## src/bus_match_pkg.sv

```systemverilog
package bus_match_pkg;

    // Port geometry
    localparam int DATA_W   = 36;
    localparam int LANE_W   = 9;
    localparam int LANE_CNT = 4;
    localparam int HALF_W   = 18;
    localparam int ADDR_W   = 15;
    localparam int SUB_W    = 2;

    // Sub-counter positions
    localparam logic [SUB_W-1:0] SUB_FIRST = 2'h0;
    localparam logic [SUB_W-1:0] HALF_LAST = 2'h1;
    localparam logic [SUB_W-1:0] BYTE_LAST = 2'h3;
    localparam logic [SUB_W-1:0] SUB_STEP  = 2'h1;

    // Reset values and address step
    localparam logic [ADDR_W-1:0] ADDR_RST = 15'h0000;
    localparam logic [DATA_W-1:0] DATA_RST = 36'h0_0000_0000;
    localparam logic [ADDR_W-1:0] ADDR_ONE = 15'h0001;

    // Output enable footprints per width
    localparam logic [DATA_W-1:0] OE_LONG = 36'hF_FFFF_FFFF;
    localparam logic [DATA_W-1:0] OE_HALF = 36'h0_0003_FFFF;
    localparam logic [DATA_W-1:0] OE_BYTE = 36'h0_0000_01FF;
    localparam logic [DATA_W-1:0] OE_NONE = 36'h0_0000_0000;

    // Right-port width modes
    typedef enum logic [2:0]
    {
        MODE_LONG = 3'h1,
        MODE_HALF = 3'h2,
        MODE_BYTE = 3'h4
    } width_mode_e;

endpackage

```

## src/lane_steer_if.sv

```systemverilog
`timescale 1ns/1ps
`default_nettype none
interface lane_steer_if;
    bus_match_pkg::width_mode_e                mode;
    logic [bus_match_pkg::SUB_W-1:0]           subCount;
    logic [bus_match_pkg::DATA_W-1:0]          hostData;
    logic [bus_match_pkg::DATA_W-1:0]          memWord;
    logic [bus_match_pkg::LANE_CNT-1:0]        laneMask;
    logic [bus_match_pkg::DATA_W-1:0]          wrWord;
    logic [bus_match_pkg::DATA_W-1:0]          rdPiece;

    modport steer
    (
        input  mode,
        input  subCount,
        input  hostData,
        input  memWord,
        output laneMask,
        output wrWord,
        output rdPiece
    );

    modport ctrl
    (
        output mode,
        output subCount,
        output hostData,
        output memWord,
        input  laneMask,
        input  wrWord,
        input  rdPiece
    );
endinterface
`default_nettype wire

```

## src/right_port_bus_width_matcher.sv

```systemverilog
// Contract
// - Match low and size low select the full 36-bit long-word mode.
// - Long-word mode has no lane selection; every access covers the word.
// - Long-word mode moves all 36 bits in one access.
// - Endian select is ignored in long-word mode.
// - Match high and size low select 18-bit word mode.
// - Word mode carries data on lines 0 to 17 only.
// - Word mode, little endian: low half-word first, reads and writes.
// - Word mode, big endian: high half-word first.
// - Word mode needs at least two host cycles per memory word.
// - Sub-counter steps the lane multiplexer on every narrow transfer.
// - Narrow pieces land in their own portion of the addressed word.
// - Match high and size high select 9-bit byte mode.
// - Byte mode carries data on lines 0 to 8 only.
// - Byte mode, little endian: lowest byte lane first.
// - Byte mode, big endian: highest byte lane first.
// - Byte mode needs at least four host cycles per memory word.
// - Byte mode keeps lines 9 to 35 undriven.
// - Sub-counter counts up for little endian, down for big endian.
`timescale 1ns/1ps
`default_nettype none
module right_port_bus_width_matcher
(
    // Clock and reset
    input  wire logic                              clock,
    input  wire logic                              sys_rst,
    // Width configuration pins
    input  wire logic                              widthMatchSelect,
    input  wire logic                              widthSizeSelect,
    input  wire logic                              endianOrderSelect,
    // Host access controls
    input  wire logic                              accessValid,
    input  wire logic                              writeSelect,
    input  wire logic                              countEnable,
    input  wire logic                              addrLoad,
    input  wire logic [bus_match_pkg::ADDR_W-1:0]  addrIn,
    // Right-port data pins
    input  wire logic [bus_match_pkg::DATA_W-1:0]  ioIn,
    output logic      [bus_match_pkg::DATA_W-1:0]  ioOut,
    output logic      [bus_match_pkg::DATA_W-1:0]  ioOe,
    // Memory array side
    output logic      [bus_match_pkg::ADDR_W-1:0]  memAddr,
    input  wire logic [bus_match_pkg::DATA_W-1:0]  memRdData,
    output logic                                   memWrEn,
    output logic      [bus_match_pkg::ADDR_W-1:0]  memWrAddr,
    output logic      [bus_match_pkg::LANE_CNT-1:0] memWrMask,
    output logic      [bus_match_pkg::DATA_W-1:0]  memWrData,
    // Status
    output logic                                   wordDone
);

    bus_match_pkg::width_mode_e             modeNext;
    bus_match_pkg::width_mode_e             mode_reg;
    logic                                   bigEndian_reg;
    logic                                   bigEndianNext;
    logic                                   cfgChanged;
    logic [bus_match_pkg::SUB_W-1:0]        subCount_reg;
    logic [bus_match_pkg::SUB_W-1:0]        startPos;
    logic [bus_match_pkg::SUB_W-1:0]        startNext;
    logic [bus_match_pkg::SUB_W-1:0]        lastPos;
    logic [bus_match_pkg::SUB_W-1:0]        widthLast;
    logic                                   pieceLast;
    logic                                   readCycle;
    logic                                   writeCycle;
    logic [bus_match_pkg::DATA_W-1:0]       oeFootprint;
    logic [bus_match_pkg::ADDR_W-1:0]       addr_reg;
    logic [bus_match_pkg::DATA_W-1:0]       ioOut_reg;
    logic [bus_match_pkg::DATA_W-1:0]       ioOe_reg;
    logic                                   memWrEn_reg;
    logic [bus_match_pkg::ADDR_W-1:0]       memWrAddr_reg;
    logic [bus_match_pkg::LANE_CNT-1:0]     memWrMask_reg;
    logic [bus_match_pkg::DATA_W-1:0]       memWrData_reg;
    logic                                   wordDone_reg;

    lane_steer_if steerBus ();

    lane_steer u_steer
    (
        .st (steerBus.steer)
    );

    // Mode decode from the width pins
    always_comb
    begin
        if (widthMatchSelect && widthSizeSelect)
        begin
            modeNext = bus_match_pkg::MODE_BYTE;
        end
        else if (widthMatchSelect)
        begin
            modeNext = bus_match_pkg::MODE_HALF;
        end
        else
        begin
            // Unlisted match-low/size-high combination falls back to full width
            modeNext = bus_match_pkg::MODE_LONG;
        end
    end

    // Endian order only matters in the narrow modes
    assign bigEndianNext = endianOrderSelect && (modeNext != bus_match_pkg::MODE_LONG);

    // Selects are sampled a cycle ahead of use; a change of decoded mode or endian order restarts the word
    always_ff @(posedge clock)
    begin
        if (sys_rst)
        begin
            mode_reg      <= bus_match_pkg::MODE_LONG;
            bigEndian_reg <= 1'b0;
        end
        else
        begin
            mode_reg      <= modeNext;
            bigEndian_reg <= bigEndianNext;
        end
    end

    assign cfgChanged = (modeNext != mode_reg) || (bigEndianNext != bigEndian_reg);

    // Sub-counter bounds per width and order
    always_comb
    begin
        widthLast = bus_match_pkg::SUB_FIRST;
        if (mode_reg == bus_match_pkg::MODE_HALF)
        begin
            widthLast = bus_match_pkg::HALF_LAST;
        end
        else if (mode_reg == bus_match_pkg::MODE_BYTE)
        begin
            widthLast = bus_match_pkg::BYTE_LAST;
        end
    end

    assign startPos  = bigEndian_reg ? widthLast : bus_match_pkg::SUB_FIRST;
    assign lastPos   = bigEndian_reg ? bus_match_pkg::SUB_FIRST : widthLast;
    assign pieceLast = (subCount_reg == lastPos);
    // Start of the incoming config; the registered one is stale on a change
    assign startNext = !bigEndianNext ? bus_match_pkg::SUB_FIRST
                     : (modeNext == bus_match_pkg::MODE_BYTE) ? bus_match_pkg::BYTE_LAST
                     : bus_match_pkg::HALF_LAST;

    assign readCycle  = accessValid && !writeSelect && !cfgChanged;
    assign writeCycle = accessValid && writeSelect && !cfgChanged;

    // Sub-counter steering the lane multiplexer
    always_ff @(posedge clock)
    begin
        if (sys_rst)
        begin
            subCount_reg <= bus_match_pkg::SUB_FIRST;
        end
        else if (cfgChanged || addrLoad)
        begin
            subCount_reg <= cfgChanged ? startNext : startPos;
        end
        else if (readCycle || writeCycle)
        begin
            if (pieceLast)
            begin
                subCount_reg <= startPos;
            end
            else if (bigEndian_reg)
            begin
                subCount_reg <= subCount_reg - bus_match_pkg::SUB_STEP;
            end
            else
            begin
                subCount_reg <= subCount_reg + bus_match_pkg::SUB_STEP;
            end
        end
    end

    // Word address counter; it only moves once a whole word has passed
    always_ff @(posedge clock)
    begin
        if (sys_rst)
        begin
            addr_reg <= bus_match_pkg::ADDR_RST;
        end
        else if (addrLoad)
        begin
            addr_reg <= addrIn;
        end
        else if ((readCycle || writeCycle) && pieceLast && countEnable)
        begin
            addr_reg <= addr_reg + bus_match_pkg::ADDR_ONE;
        end
    end

    // Lane steering hookup
    assign steerBus.mode     = mode_reg;
    assign steerBus.subCount = subCount_reg;
    assign steerBus.hostData = ioIn;
    assign steerBus.memWord  = memRdData;

    // Narrow widths leave the upper lines undriven
    always_comb
    begin
        oeFootprint = bus_match_pkg::OE_LONG;
        if (mode_reg == bus_match_pkg::MODE_HALF)
        begin
            oeFootprint = bus_match_pkg::OE_HALF;
        end
        else if (mode_reg == bus_match_pkg::MODE_BYTE)
        begin
            oeFootprint = bus_match_pkg::OE_BYTE;
        end
    end

    // Read path: one piece per access, registered onto the pins
    always_ff @(posedge clock)
    begin
        if (sys_rst)
        begin
            ioOut_reg <= bus_match_pkg::DATA_RST;
            ioOe_reg  <= bus_match_pkg::OE_NONE;
        end
        else if (readCycle)
        begin
            ioOut_reg <= steerBus.rdPiece;
            ioOe_reg  <= oeFootprint;
        end
        else
        begin
            ioOe_reg  <= bus_match_pkg::OE_NONE;
        end
    end

    // Write path: lane mask keeps the other portions of the word intact
    always_ff @(posedge clock)
    begin
        if (sys_rst)
        begin
            memWrEn_reg   <= 1'b0;
            memWrAddr_reg <= bus_match_pkg::ADDR_RST;
            memWrMask_reg <= '0;
            memWrData_reg <= bus_match_pkg::DATA_RST;
        end
        else
        begin
            memWrEn_reg <= writeCycle;
            if (writeCycle)
            begin
                memWrAddr_reg <= addr_reg;
                memWrMask_reg <= steerBus.laneMask;
                memWrData_reg <= steerBus.wrWord;
            end
        end
    end

    // Word completion pulse
    always_ff @(posedge clock)
    begin
        if (sys_rst)
        begin
            wordDone_reg <= 1'b0;
        end
        else
        begin
            wordDone_reg <= (readCycle || writeCycle) && pieceLast;
        end
    end

    assign ioOut     = ioOut_reg;
    assign ioOe      = ioOe_reg;
    assign memAddr   = addr_reg;
    assign memWrEn   = memWrEn_reg;
    assign memWrAddr = memWrAddr_reg;
    assign memWrMask = memWrMask_reg;
    assign memWrData = memWrData_reg;
    assign wordDone  = wordDone_reg;

    logic steady;
    assign steady = !cfgChanged && !addrLoad;
endmodule // right_port_bus_width_matcher
`default_nettype wire

```

## src/lane_steer.sv

```systemverilog
`timescale 1ns/1ps
`default_nettype none
module lane_steer
(
    // Control side
    lane_steer_if.steer st
);
    localparam int LW = bus_match_pkg::LANE_W;

    logic [LW-1:0] memLane [bus_match_pkg::LANE_CNT];

    // Lane g of the 36-bit word is bits g*9 .. g*9+8
    genvar g;
    generate
        for (g = 0; g < bus_match_pkg::LANE_CNT; g++)
        begin : g_lane
            localparam logic [1:0] LANE_ID = 2'(g);
            localparam logic       HALF_ID = 1'(g / 2);
            localparam logic       IN_HALF = 1'(g % 2);

            assign memLane[g] = st.memWord[g*LW +: LW];

            always_comb
            begin
                st.laneMask[g]          = 1'b1;
                st.wrWord[g*LW +: LW]   = st.hostData[g*LW +: LW];
                st.rdPiece[g*LW +: LW]  = st.memWord[g*LW +: LW];
                if (st.mode == bus_match_pkg::MODE_HALF)
                begin
                    st.laneMask[g]         = (st.subCount[0] == HALF_ID);
                    st.wrWord[g*LW +: LW]  = st.hostData[IN_HALF*LW +: LW];
                    st.rdPiece[g*LW +: LW] = (g < 2) ?
                        memLane[{st.subCount[0], IN_HALF}] : '0;
                end
                else if (st.mode == bus_match_pkg::MODE_BYTE)
                begin
                    st.laneMask[g]         = (st.subCount == LANE_ID);
                    st.wrWord[g*LW +: LW]  = st.hostData[LW-1:0];
                    st.rdPiece[g*LW +: LW] = (g == 0) ? memLane[st.subCount] : '0;
                end
            end
        end
    endgenerate
endmodule // lane_steer
`default_nettype wire

```

## config.mk

```make
export PLATFORM = sky130hd
export DESIGN_NAME = right_port_bus_width_matcher
export DESIGN_NICKNAME = d
export VERILOG_FILES = /design/src/bus_match_pkg.sv /design/src/lane_steer_if.sv /design/src/right_port_bus_width_matcher.sv /design/src/lane_steer.sv
export SDC_FILE = /design/constraint.sdc
export NUM_CORES = 1
export LEC_CHECK = 0
export ABC_CLOCK_PERIOD_IN_PS = 2500
export BUFFER_PORTS_ARGS = -buffer_cell sky130_fd_sc_hd__buf_4
export CAP_MARGIN = 20
export CELL_PAD_IN_SITES_DETAIL_PLACEMENT = 1
export CELL_PAD_IN_SITES_GLOBAL_PLACEMENT = 2
export CORE_MARGIN = 2
export CORE_UTILIZATION = 30
export DETAILED_ROUTE_END_ITERATION = 10
export MAX_ROUTING_LAYER = met4
export PLACE_DENSITY = 0.78
export SLEW_MARGIN = 5
export SYNTH_ARGS = -nofsm -noshare
export SYNTH_HDL_FRONTEND = slang
export SYNTH_HIERARCHICAL = 1
export SYNTH_SLANG_ARGS = --single-unit
```

## constraint.sdc

```tcl
create_clock -name clock -period 2.5 [get_ports clock]
set_input_delay 0 -clock clock [delete_from_list [all_inputs] [get_ports clock]]
set_output_delay 0 -clock clock [all_outputs]
set_load 0.05 [all_outputs]
```

==> flow_summary_export.csv, run 1 <==
group,metric,value,unit
placed_design,dp_hpwl,16.09,mm
sta,grt_setup_unrepaired,"false",
critical_path,regToRegEndpoint,"ioOut[5]",
synth,synth_nets,857,
critical_path,crit_type,"flop to flop",
sta,relSlewSlack,43.87,%
die,io-pin-count,240,
sta,finalHoldViolations,0,
clocking,cts_buffer_depth,2,
drt,avgRoutedWirePerCell,17.64,um
sta,max_freq,452.6,MHz
die,dieArea,24830,um^2
clocking,htreeDepth,4,
die,core,23330,um^2
drt,vias,6435,
synth,ys_warn_count,6,
die,num_rows,56,
synth,synth_top_cell_by_area,"dfxtp_1",
sta,worst_pin_slew,841.0,ps
sta,min_period,2209,ps
layout,syn2layout_area_growth,43.84,%
power_and_ir_drop,power_density,545.9,nW/um^2
grt,grt_pass1_vias,6572,
grt,grt_antenna_before_repair,0,
job,cap_violations,0,
critical_path,reg2reg_depth,6,
placed_design,pre_cts_slack,313.3,ps
clocking,clk_latency,420,ps
critical_path,r2r_start,"mode_reg[0]",
clocking,cts_resized,0,
drt,via_per_inst,4.795,
die,die_w,157.6,um
power_and_ir_drop,peakVddDrop,0.0003631,V
critical_path,endpoint,"ioOut[5]",
clocking,clkSinkCount,117,
critical_path,r2r_slack,290,ps
critical_path,start_kind,"flop",
grt,grt_max_degree,106,
grt,track_usage,19.57,%
die,initial_core_util,30.32,%
drt,wl,23.67,mm
layout,final_cells,1342,
sta,post-route-period-util,88.38,%
drt,drtPass1Iterations,5,
power_and_ir_drop,p_leak,4.096,nW
synth,synth_cell_types,60,
worst_hold_path,hold_path.class,"input port to flop",
clocking,cts_buffers,17,
sta,fin_skew,14.58,ps
clocking,cts.clk_slew.worst_paths,60,ps
layout,drive_above_1_share,32.06,%
synth,synth.area.top_cells,"dfxtp_1 33%, nand2b_1 17%, mux2i_1 13%, buf_4 4.8%, mux2_2 2.9%",
layout,multiInputGateArea,4096,um^2
grt,grt_pass1_wl,36.58,mm
sta,finalMaxSlewViolations,0,
sta,setup-violations-final,0,
synth,ys_seq_area_share,33.11,%
drt,drc,0,
critical_path,cp.arrival,2560,ps
layout,regArea,2342,um^2
placed_design,placed_cells,1235,
critical_path,worst_ep_required_time,2850,ps
critical_path,crit_fanout,18,
placed_design,place.gp.congestion,0.7506,
outcome,status,"finished clean",
layout,nets,1107,
synth,synth_top_flop_cell,"dfxtp_1",
critical_path,crit_start,"mode_reg[0]",
sta,finalSetupTns,0,ps
placed_design,io_buffer_count,239,
sta,worst_hold_slack,19.61,ps
clocking,cts_root_buf,"clkbuf_16",
clocking,cts_tree,"built",
synth,synth_area_per_cell,9.308,um^2
synth,ys_ff_latch,117,
synth,synth_edf_count,0,
drt,ant_nets,0,
synth,synthCells,760,
critical_path,cp-end-kind,"flop",
synth,postSynth.asyncResetShare,0,%
synth,syn_area,7074,um^2
die,die_y,157.6,um
grt,overflow,0,
sta,layout_setup_ws,290.6,ps
layout,fillers,2647,
layout,antenna_cells,0,
drt,drtIter0Drc,242,
synth,synth_top_area_share,33.11,%
timing repair:
item | CTS | global route
endpoints found under the setup margin | 0 | 0
setup buffers | 0 | 0
endpoints found under the hold margin | 77 | 0
hold buffers | 75 | 0
layout make-up:
cell class	count	share of cell area [%]
repair buffers	333	27.03
flip-flops and latches	117	23.02
multi-input cells	530	40.26
well taps	319	3.922
clock inverters	15	1.193
clock buffers	17	4.181
inverters	11	0.4058
cell usage after synthesis, drive strengths merged (7+ instances only):
cell type	n
nor2b	24
mux2	18
o31ai	8
nand2b	189
buf	62
clkbuf	40
nor3b	7
a221o	10
dfxtp	117
o22a	18
nor2	19
a311oi	9
a21oi	11
mux4	9
and2	10
inv	11
nand2	13
mux2i	92
nand3	10
nand4	8
a22o	9
worst min-delay path by stage:
stage / slack, ps / from / cells past startpoint / to
CTS: 4 / memRdData[31] / 4 / ioOut[13]
detailed placement: 180 / widthSizeSelect / 2 / mode_reg[1]
floorplan: 70 / widthSizeSelect / 1 / mode_reg[1]
global route: 30 / memRdData[24] / 4 / ioOut[24]
global placement: 170 / widthSizeSelect / 2 / mode_reg[1]
finish: 20 / memRdData[24] / 4 / ioOut[24]
cell usage in the layout, fill, tap and decap left out, types with 6 or more instances in the layout:
cell type / netlist / routed
buf_4: 45 / 253
o22a_1: 18 / 18
nand3_1: 10 / 10
nor2_1: 18 / 18
clkbuf_16: 0 / 17
a311oi_1: 9 / 9
nand2b_1: 189 / 189
nand2_1: 12 / 12
mux2i_1: 92 / 92
a22o_1: 9 / 9
o21bai_1: 6 / 6
o31ai_1: 8 / 8
a21oi_1: 9 / 9
nand4_1: 8 / 8
a221o_1: 10 / 10
dlygate4sd3_1: 0 / 75
and2_1: 9 / 9
inv_1: 11 / 11
nor3_1: 6 / 6
nor2b_1: 24 / 24
dfxtp_1: 117 / 117
mux2_2: 18 / 18
inv_6: 0 / 6
where the power goes:
group / internal (mW) / leakage (nW) / switching (mW)
sequential: 1.94 / 0.952 / 0.0789
clock: 1.29 / 0.254 / 1.03
combinational: 0.538 / 2.89 / 0.685
total: 3.76 / 4.10 / 1.79
logic make-up (layout without fill, tap and decap cells):
| kind of cell | Yosys count | count (layout) | synth area share, % |
|---|---|---|---|
| compound gates | 97 | 97 | 11.50 |
| xor+xnor | 2 | 2 | 0.2477 |
| fa+ha+maj | 1 | 1 | 0.1768 |
| buf+inv | 113 | 376 | 9.215 |
| flops | 117 | 117 | 33.11 |
| mux | 119 | 119 | 18.96 |
| simple gates | 311 | 311 | 26.80 |
critical path, cell delays in order, from the launching register on:
cell and delay (ps):
dfxtp_1 490, buf_4 280, and4bb_2 270, nor2_2 640, a221o_1 260, nand2b_1 50, mux2i_1 140
routing by layer:
metal  global-route usage, %  share of wire (%)  vias to the layer above
li1                        -                  -                     3134
met1                   24.73                 46                     3084
met2                   31.44                 48                      190
met3                   4.157                5.0                       27
met4                   5.887                1.5                        0
met5                       -                  0                        -
per-stage QoR:
step                util (%)  power [mW]  cell area, um^2
floorplan                  -       2.801             7074
global placement       38.05       3.174             8879
detailed placement     38.05       3.184             8879
CTS                    43.61       5.632            10180
global route           43.61       5.803            10180
finish                 43.61       5.555            10180
(Power assumes the default switching activity.)
==> run 2, diff against run 1 <==
--- a/config.mk
+++ b/config.mk
@@ -14,7 +14,7 @@
 export CORE_UTILIZATION = 30
 export DETAILED_ROUTE_END_ITERATION = 10
 export MAX_ROUTING_LAYER = met4
-export PLACE_DENSITY = 0.78
+export PLACE_DENSITY = 0.89
 export SLEW_MARGIN = 5
 export SYNTH_ARGS = -nofsm -noshare
 export SYNTH_HDL_FRONTEND = slang
==> run 2 against run 1 <==
  * Sequential power barely moved
  * Utilization hardly changed
  * Largest power group unchanged
  * Register-to-register slack worse by 70 ps
  * Maximum frequency fell by 3.2%
  * Critical path depth unchanged
  * Clock power up 21%
==> flow_summary_export.csv, run 2 (synthesis results as in run 1) <==
group,metric,value,unit
layout,drive_above_1_share,32.84,%
die,dieArea,24830,um^2
sta,fin_skew,10.33,ps
placed_design,placed_cells,1238,
layout,layout_common_cells,"256 x buf_4, 189 x nand2b_1, 116 x dfxtp_1",
sta,relSlewSlack,45.10,%
sta,finalMaxSlewViolations,0,
grt,grt_pass1_wl,36.35,mm
die,num_rows,56,
placed_design,io_buffer_count,239,
critical_path,path_cells,"and4bb_2 > buf_4 > a22o_1 > dlygate4sd3_1 > nand2b_1 > mux2i_1",
drt,drc,0,
critical_path,cpPeakStageDelay,710,ps
sta,setup-violations-final,0,
clocking,cts_buffers,17,
layout,antenna_cells,0,
critical_path,r2r_start,"steerBus.subCount[0]",
die,die_y,157.6,um
clocking,clk_latency,410,ps
grt,top_usage_layer,"met2",
job,cap_violations,0,
layout,regArea,2344,um^2
layout,nets,1095,
sta,grt_setup_unrepaired,"false",
sta,min_period,2283,ps
critical_path,slowest_stage,"dfxtp_1",
grt,overflow,0,
grt,grt_max_degree,96,
sta,worst_pin_slew,823.5,ps
clocking,cts.clk_slew.worst_paths,60,ps
power_and_ir_drop,switchingPower,1.735,mW
drt,ant_nets,0,
sta,finalHoldViolations,0,
placed_design,place.gp.congestion,0.8183,
critical_path,crit_type,"flop to flop",
power_and_ir_drop,p_int,4.275,mW
worst_hold_path,whs_path_depth,4,
die,core,23330,um^2
drt,vias,6424,
grt,grt_antenna_before_repair,0,
grt,groute.layer.met3.usage,5.011,%
clocking,postCtsSetupBuffers,0,
layout,final_cells,1330,
clocking,cts_root_buf,"clkbuf_16",
drt,drtIter0Drc,235,
layout,syn2layout_area_growth,43.72,%
drt,drtPass1Iterations,8,
placed_design,dp_hpwl,16.46,mm
clocking,cts_buffer_depth,2,
critical_path,regToRegEndpoint,"ioOut[15]",
grt,met1_usage,23.06,%
worst_hold_path,min_to,"ioOut[4]",
power_and_ir_drop,finalPower,6.010,mW
critical_path,reg2reg_depth,6,
clocking,clkSinkCount,117,
critical_path,crit_fanout,19,
layout,final_common_cell,"buf_4",
grt,track_usage,19.24,%
power_and_ir_drop,p_leak,4.107,nW
outcome,status,"finished clean",
critical_path,cp.arrival,2630,ps
die,io-pin-count,240,
critical_path,start_kind,"flop",
critical_path,worst_ep_required_time,2850,ps
layout,fillers,2642,
drt,via_per_inst,4.830,
critical_path,r2r_slack,220,ps
power_and_ir_drop,power.share.switching,28.87,%
critical_path,cp-end-kind,"flop",
die,die_w,157.6,um
worst_hold_path,hold_path.class,"input port to flop",
grt,grtUsageMet2,32.11,%
sta,post-route-period-util,91.32,%
layout,multiInputGateArea,4096,um^2
drt,wl,23.46,mm
power_and_ir_drop,p_clk_share,46.4,%
grt,grt_pass1_vias,6538,
power_and_ir_drop,seqPwrFrac,33.6,%
worst_hold_path,hold_start,"memRdData[4]",
power_and_ir_drop,peakVddDrop,0.0003999,V
sta,max_freq,438.0,MHz
power_and_ir_drop,power_frac_comb,20.0,%
clocking,htreeDepth,4,
sta,finalSetupTns,0,ps
power_and_ir_drop,power_density,591.1,nW/um^2
clocking,cts_tree,"built",
sta,worst_hold_slack,16.41,ps
drt,avgRoutedWirePerCell,17.64,um
die,initial_core_util,30.32,%
==> run 2: changes by cell type in the layout (fill, tap and decap cells not counted) <==
| cell | delta |
|---|---|
| inv_6 | -4 |
| dfxtp_1 | -1 |
| clkinv_2 | -1 |
| clkinvlp_4 | -2 |
| clkbuf_8 | +1 |
| dlygate4sd3_1 | -15 |
| dfxtp_2 | +1 |
| bufinv_16 | +5 |
| clkinv_4 | +1 |
| buf_4 | +3 |
==> run 2: routing by layer <==
layer / vias up / routed length [um]
met4: 0 / 418
met5: - / 0
met1: 3118 / 10050
met3: 24 / 1282
met2: 182 / 11710
li1: 3100 / -
==> run 2: timing repair <==
| action | 4_1_cts | 5_1_grt |
|---|---|---|
| setup endpoints to repair | 0 | 1 |
| resized for setup | 0 | 1 |
| hold endpoints to repair | 61 | 0 |
| hold buffers | 60 | 0 |
==> run 2: worst max path at each step <==
stage | startpoint | to | cells after the start | slack [ps]
after floorplan | mode_reg[0] | memWrAddr[4] | 8 | 590
after global placement | mode_reg[1] | memAddr[14] | 7 | 530
after detailed placement | mode_reg[2] | memAddr[0] | 6 | 440
after CTS | mode_reg[0] | ioOut[15] | 8 | 190
after global routing | steerBus.subCount[0] | ioOut[15] | 6 | 50
final | steerBus.subCount[0] | ioOut[15] | 6 | 220
==> run 2: final cells by class <==
| type | instances | share of cell area [%] |
|---|---|---|
| Multi-Input combinational cell | 530 | 40.29 |
| Timing Repair Buffer | 321 | 25.79 |
| Sequential cell | 117 | 23.05 |
| Clock buffer | 18 | 4.319 |
| Tap cell | 319 | 3.926 |
| Clock inverter | 14 | 2.215 |
| Inverter | 11 | 0.4061 |
==> run 2: stage by stage <==
stage | setup WS [ps] | util [%] | cell area [um^2]
finish | 217.1 | 43.58 | 10170
global route | 51.09 | 43.58 | 10170
CTS | 187.2 | 43.57 | 10170
detailed placement | 443.6 | 38.15 | 8901
global placement | 531.4 | 38.15 | 8901
floorplan | 587.4 | - | 7074
==> run 2: power groups by stage <==
| stage | clock network, mW | logic [mW] | registers (mW) |
|---|---|---|---|
| detailed placement | 0 | 1.13 | 2.06 |
| global route | 2.94 | 1.28 | 2.03 |
| floorplan | 0 | 0.527 | 2.27 |
| finish | 2.79 | 1.20 | 2.02 |
| CTS | 2.85 | 1.21 | 2.02 |
| global placement | 0 | 1.11 | 2.06 |
==> run 2: worst max-delay path: cells and delay by family, from the launching register on <==
family | cells | cell delay, ps
buf+inv | 2 | 800
mux | 1 | 120
compound gates | 1 | 170
simple gates | 2 | 420
flops | 1 | 710
==> run 3, diff against run 2 <==
--- a/config.mk
+++ b/config.mk
@@ -10,8 +10,9 @@
 export CAP_MARGIN = 20
 export CELL_PAD_IN_SITES_DETAIL_PLACEMENT = 1
 export CELL_PAD_IN_SITES_GLOBAL_PLACEMENT = 2
-export CORE_MARGIN = 2
+export CORE_MARGIN = 3
 export CORE_UTILIZATION = 30
+export CTS_BUF_LIST = sky130_fd_sc_hd__clkbuf_8
 export DETAILED_ROUTE_END_ITERATION = 10
 export MAX_ROUTING_LAYER = met4
 export PLACE_DENSITY = 0.89
==> run 3 against run 2 <==
  * Cell count up 2.0%
  * Wire length up 6.3%
  * First-iteration DRC count up 44%
  * Clock-buffer cell count down 1
  * Worst hold slack better by 45 ps
  * Non-clock buffer count up 33
  * Die area up 2.6%
  * Global-route usage up 0.45 points
  * Register-to-register slack worse by 40 ps
  * Critical path type unchanged
  * Largest cell class unchanged
==> flow_summary_export.csv, run 3 (synthesis results as in run 1) <==
group,metric,value,unit
drt,drtIter0Drc,338,
die,dieArea,25460,um^2
outcome,status,"finished clean",
critical_path,slowest_stage,"dlygate4sd3_1",
critical_path,cp.buffers_inverters,2,
placed_design,post_dp_cell_area,8859,um^2
clocking,clk_latency,440,ps
placed_design,dp_hpwl,16.66,mm
clocking,htreeDepth,4,
critical_path,cpPeakStageDelay,610,ps
critical_path,path_cells,"nand2b_1 > mux2i_1 > a31oi_1 > buf_4 > o31ai_1 > a221oi_1 > dlygate4sd3_1",
drt,wl,24.94,mm
layout,nets,1128,
layout,antenna_cells,0,
sta,finalMaxSlewViolations,0,
critical_path,crit_fanout,18,
clocking,cts_root_buf,"clkbuf_8",
grt,grt_pass1_wl,39.19,mm
layout,final_cells,1357,
sta,worst_pin_slew,845.0,ps
critical_path,start_kind,"flop",
drt,vias,6615,
job,cap_violations,0,
power_and_ir_drop,power_frac_comb,23.9,%
die,die_y,159.6,um
grt,overflow,0,
sta,grt_setup_unrepaired,"false",
grt,grt_pass1_vias,6922,
sta,min_period,2320,ps
critical_path,cp.arrival,2640,ps
layout,layout_common_cells,"254 x buf_4, 189 x nand2b_1, 113 x dfxtp_1",
die,initial_core_util,30.87,%
placed_design,io_buffer_count,239,
sta,fin_skew,14.49,ps
drt,via_per_inst,4.875,
drt,drc,0,
layout,final_area,10270,um^2
power_and_ir_drop,power_density,512.0,nW/um^2
critical_path,worst_ep_required_time,2820,ps
drt,drtPass1Iterations,5,
grt,met1_usage,23.65,%
power_and_ir_drop,peakVddDrop,0.0002983,V
sta,setup-violations-final,0,
power_and_ir_drop,p_int,3.592,mW
drt,avgRoutedWirePerCell,18.38,um
die,num_rows,55,
sta,finalHoldViolations,0,
layout,drive_above_1_share,31.90,%
grt,top_usage_layer,"met2",
clocking,clkSinkCount,117,
power_and_ir_drop,switchingPower,1.668,mW
die,die_w,159.6,um
sta,max_freq,431.0,MHz
clocking,cts_buffer_depth,2,
critical_path,cp-end-kind,"flop",
grt,groute.layer.met3.usage,4.709,%
power_and_ir_drop,power.share.switching,31.72,%
critical_path,r2r_slack,180,ps
grt,grtUsageMet2,33.19,%
die,core,22920,um^2
placed_design,placed_cells,1229,
sta,finalSetupTns,0,ps
grt,grt_max_degree,90,
worst_hold_path,hold_path.class,"input port to flop",
die,io-pin-count,240,
grt,grt_antenna_before_repair,0,
critical_path,crit_type,"flop to flop",
placed_design,place.gp.congestion,0.7650,
clocking,cts.clk_slew.worst_paths,80,ps
layout,syn2layout_area_growth,45.24,%
clocking,cts_tree,"built",
grt,track_usage,19.69,%
power_and_ir_drop,p_clk_share,37.7,%
sta,post-route-period-util,92.82,%
layout,post-route-util,44.84,%
critical_path,path_delay_family,"buffers and inverters",
power_and_ir_drop,finalPower,5.260,mW
power_and_ir_drop,seqPwrFrac,38.4,%
sta,relSlewSlack,43.61,%
layout,fillers,2633,
power_and_ir_drop,p_leak,4.151,nW
drt,ant_nets,0,
layout,final_common_cell,"buf_4",
clocking,cts_buffers,17,
run 3: power groups by stage:
stage | logic (mW) | registers [mW] | clock network, mW
floorplan | 0.527 | 2.27 | 0
global placement | 1.12 | 2.06 | 0
detailed placement | 1.13 | 2.06 | 0
CTS | 1.26 | 2.02 | 2.05
global route | 1.34 | 2.03 | 2.13
finish | 1.26 | 2.02 | 1.98
run 3: layout make-up:
class / count / area, um^2 / share of cell area [%]
repair buffers: 354 / 2948 / 28.69
clock inverters: 15 / 205.2 / 1.997
inverters: 11 / 41.29 / 0.4018
multi-input cells: 530 / 4108 / 39.98
flip-flops and latches: 117 / 2347 / 22.84
clock buffers: 17 / 234.0 / 2.277
well taps: 313 / 391.6 / 3.811
run 3: tightest hold or removal path: stages:
cell and delay (ps):
buf_4 130, nand2_1 110, or4_1 120, a311oi_1 80
run 3: final timing paths:
| path | end | depth (start not counted) | startpoint |
|---|---|---|---|
| max | memAddr[1] | 7 | mode_reg[1] |
| max reg2reg | memAddr[1] | 7 | mode_reg[1] |
| min | memAddr[0] | 4 | countEnable |
| min reg2reg | memWrAddr[13] | 2 | memWrAddr[13] |
run 3: metrics by stage:
| stage | setup slack [ps] | hold WS [ps] |
|---|---|---|
| 2_1_floorplan | 587.4 | 72.38 |
| 3_3_place_gp | 371.5 | 174.2 |
| 3_5_place_dp | 295.6 | 178.9 |
| 4_1_cts | 99.49 | 19.20 |
| 5_1_grt | 77.11 | 62.15 |
| 6_report | 179.5 | 61.78 |
run 3: per-layer routing:
metal  vias to the layer above  part of all wire (%)
met5                         -                     0
met4                         0                   1.7
met3                        26                   4.9
met2                       198                    50
met1                      3217                    43
li1                       3174                     -
run 3: timing repair:
item                                    CTS  global route
buffers inserted                          0             0
gates resized for setup                   0             6
endpoints found under the setup margin    0             1
hold buffers                             96             0
endpoints found under the hold margin    96             0
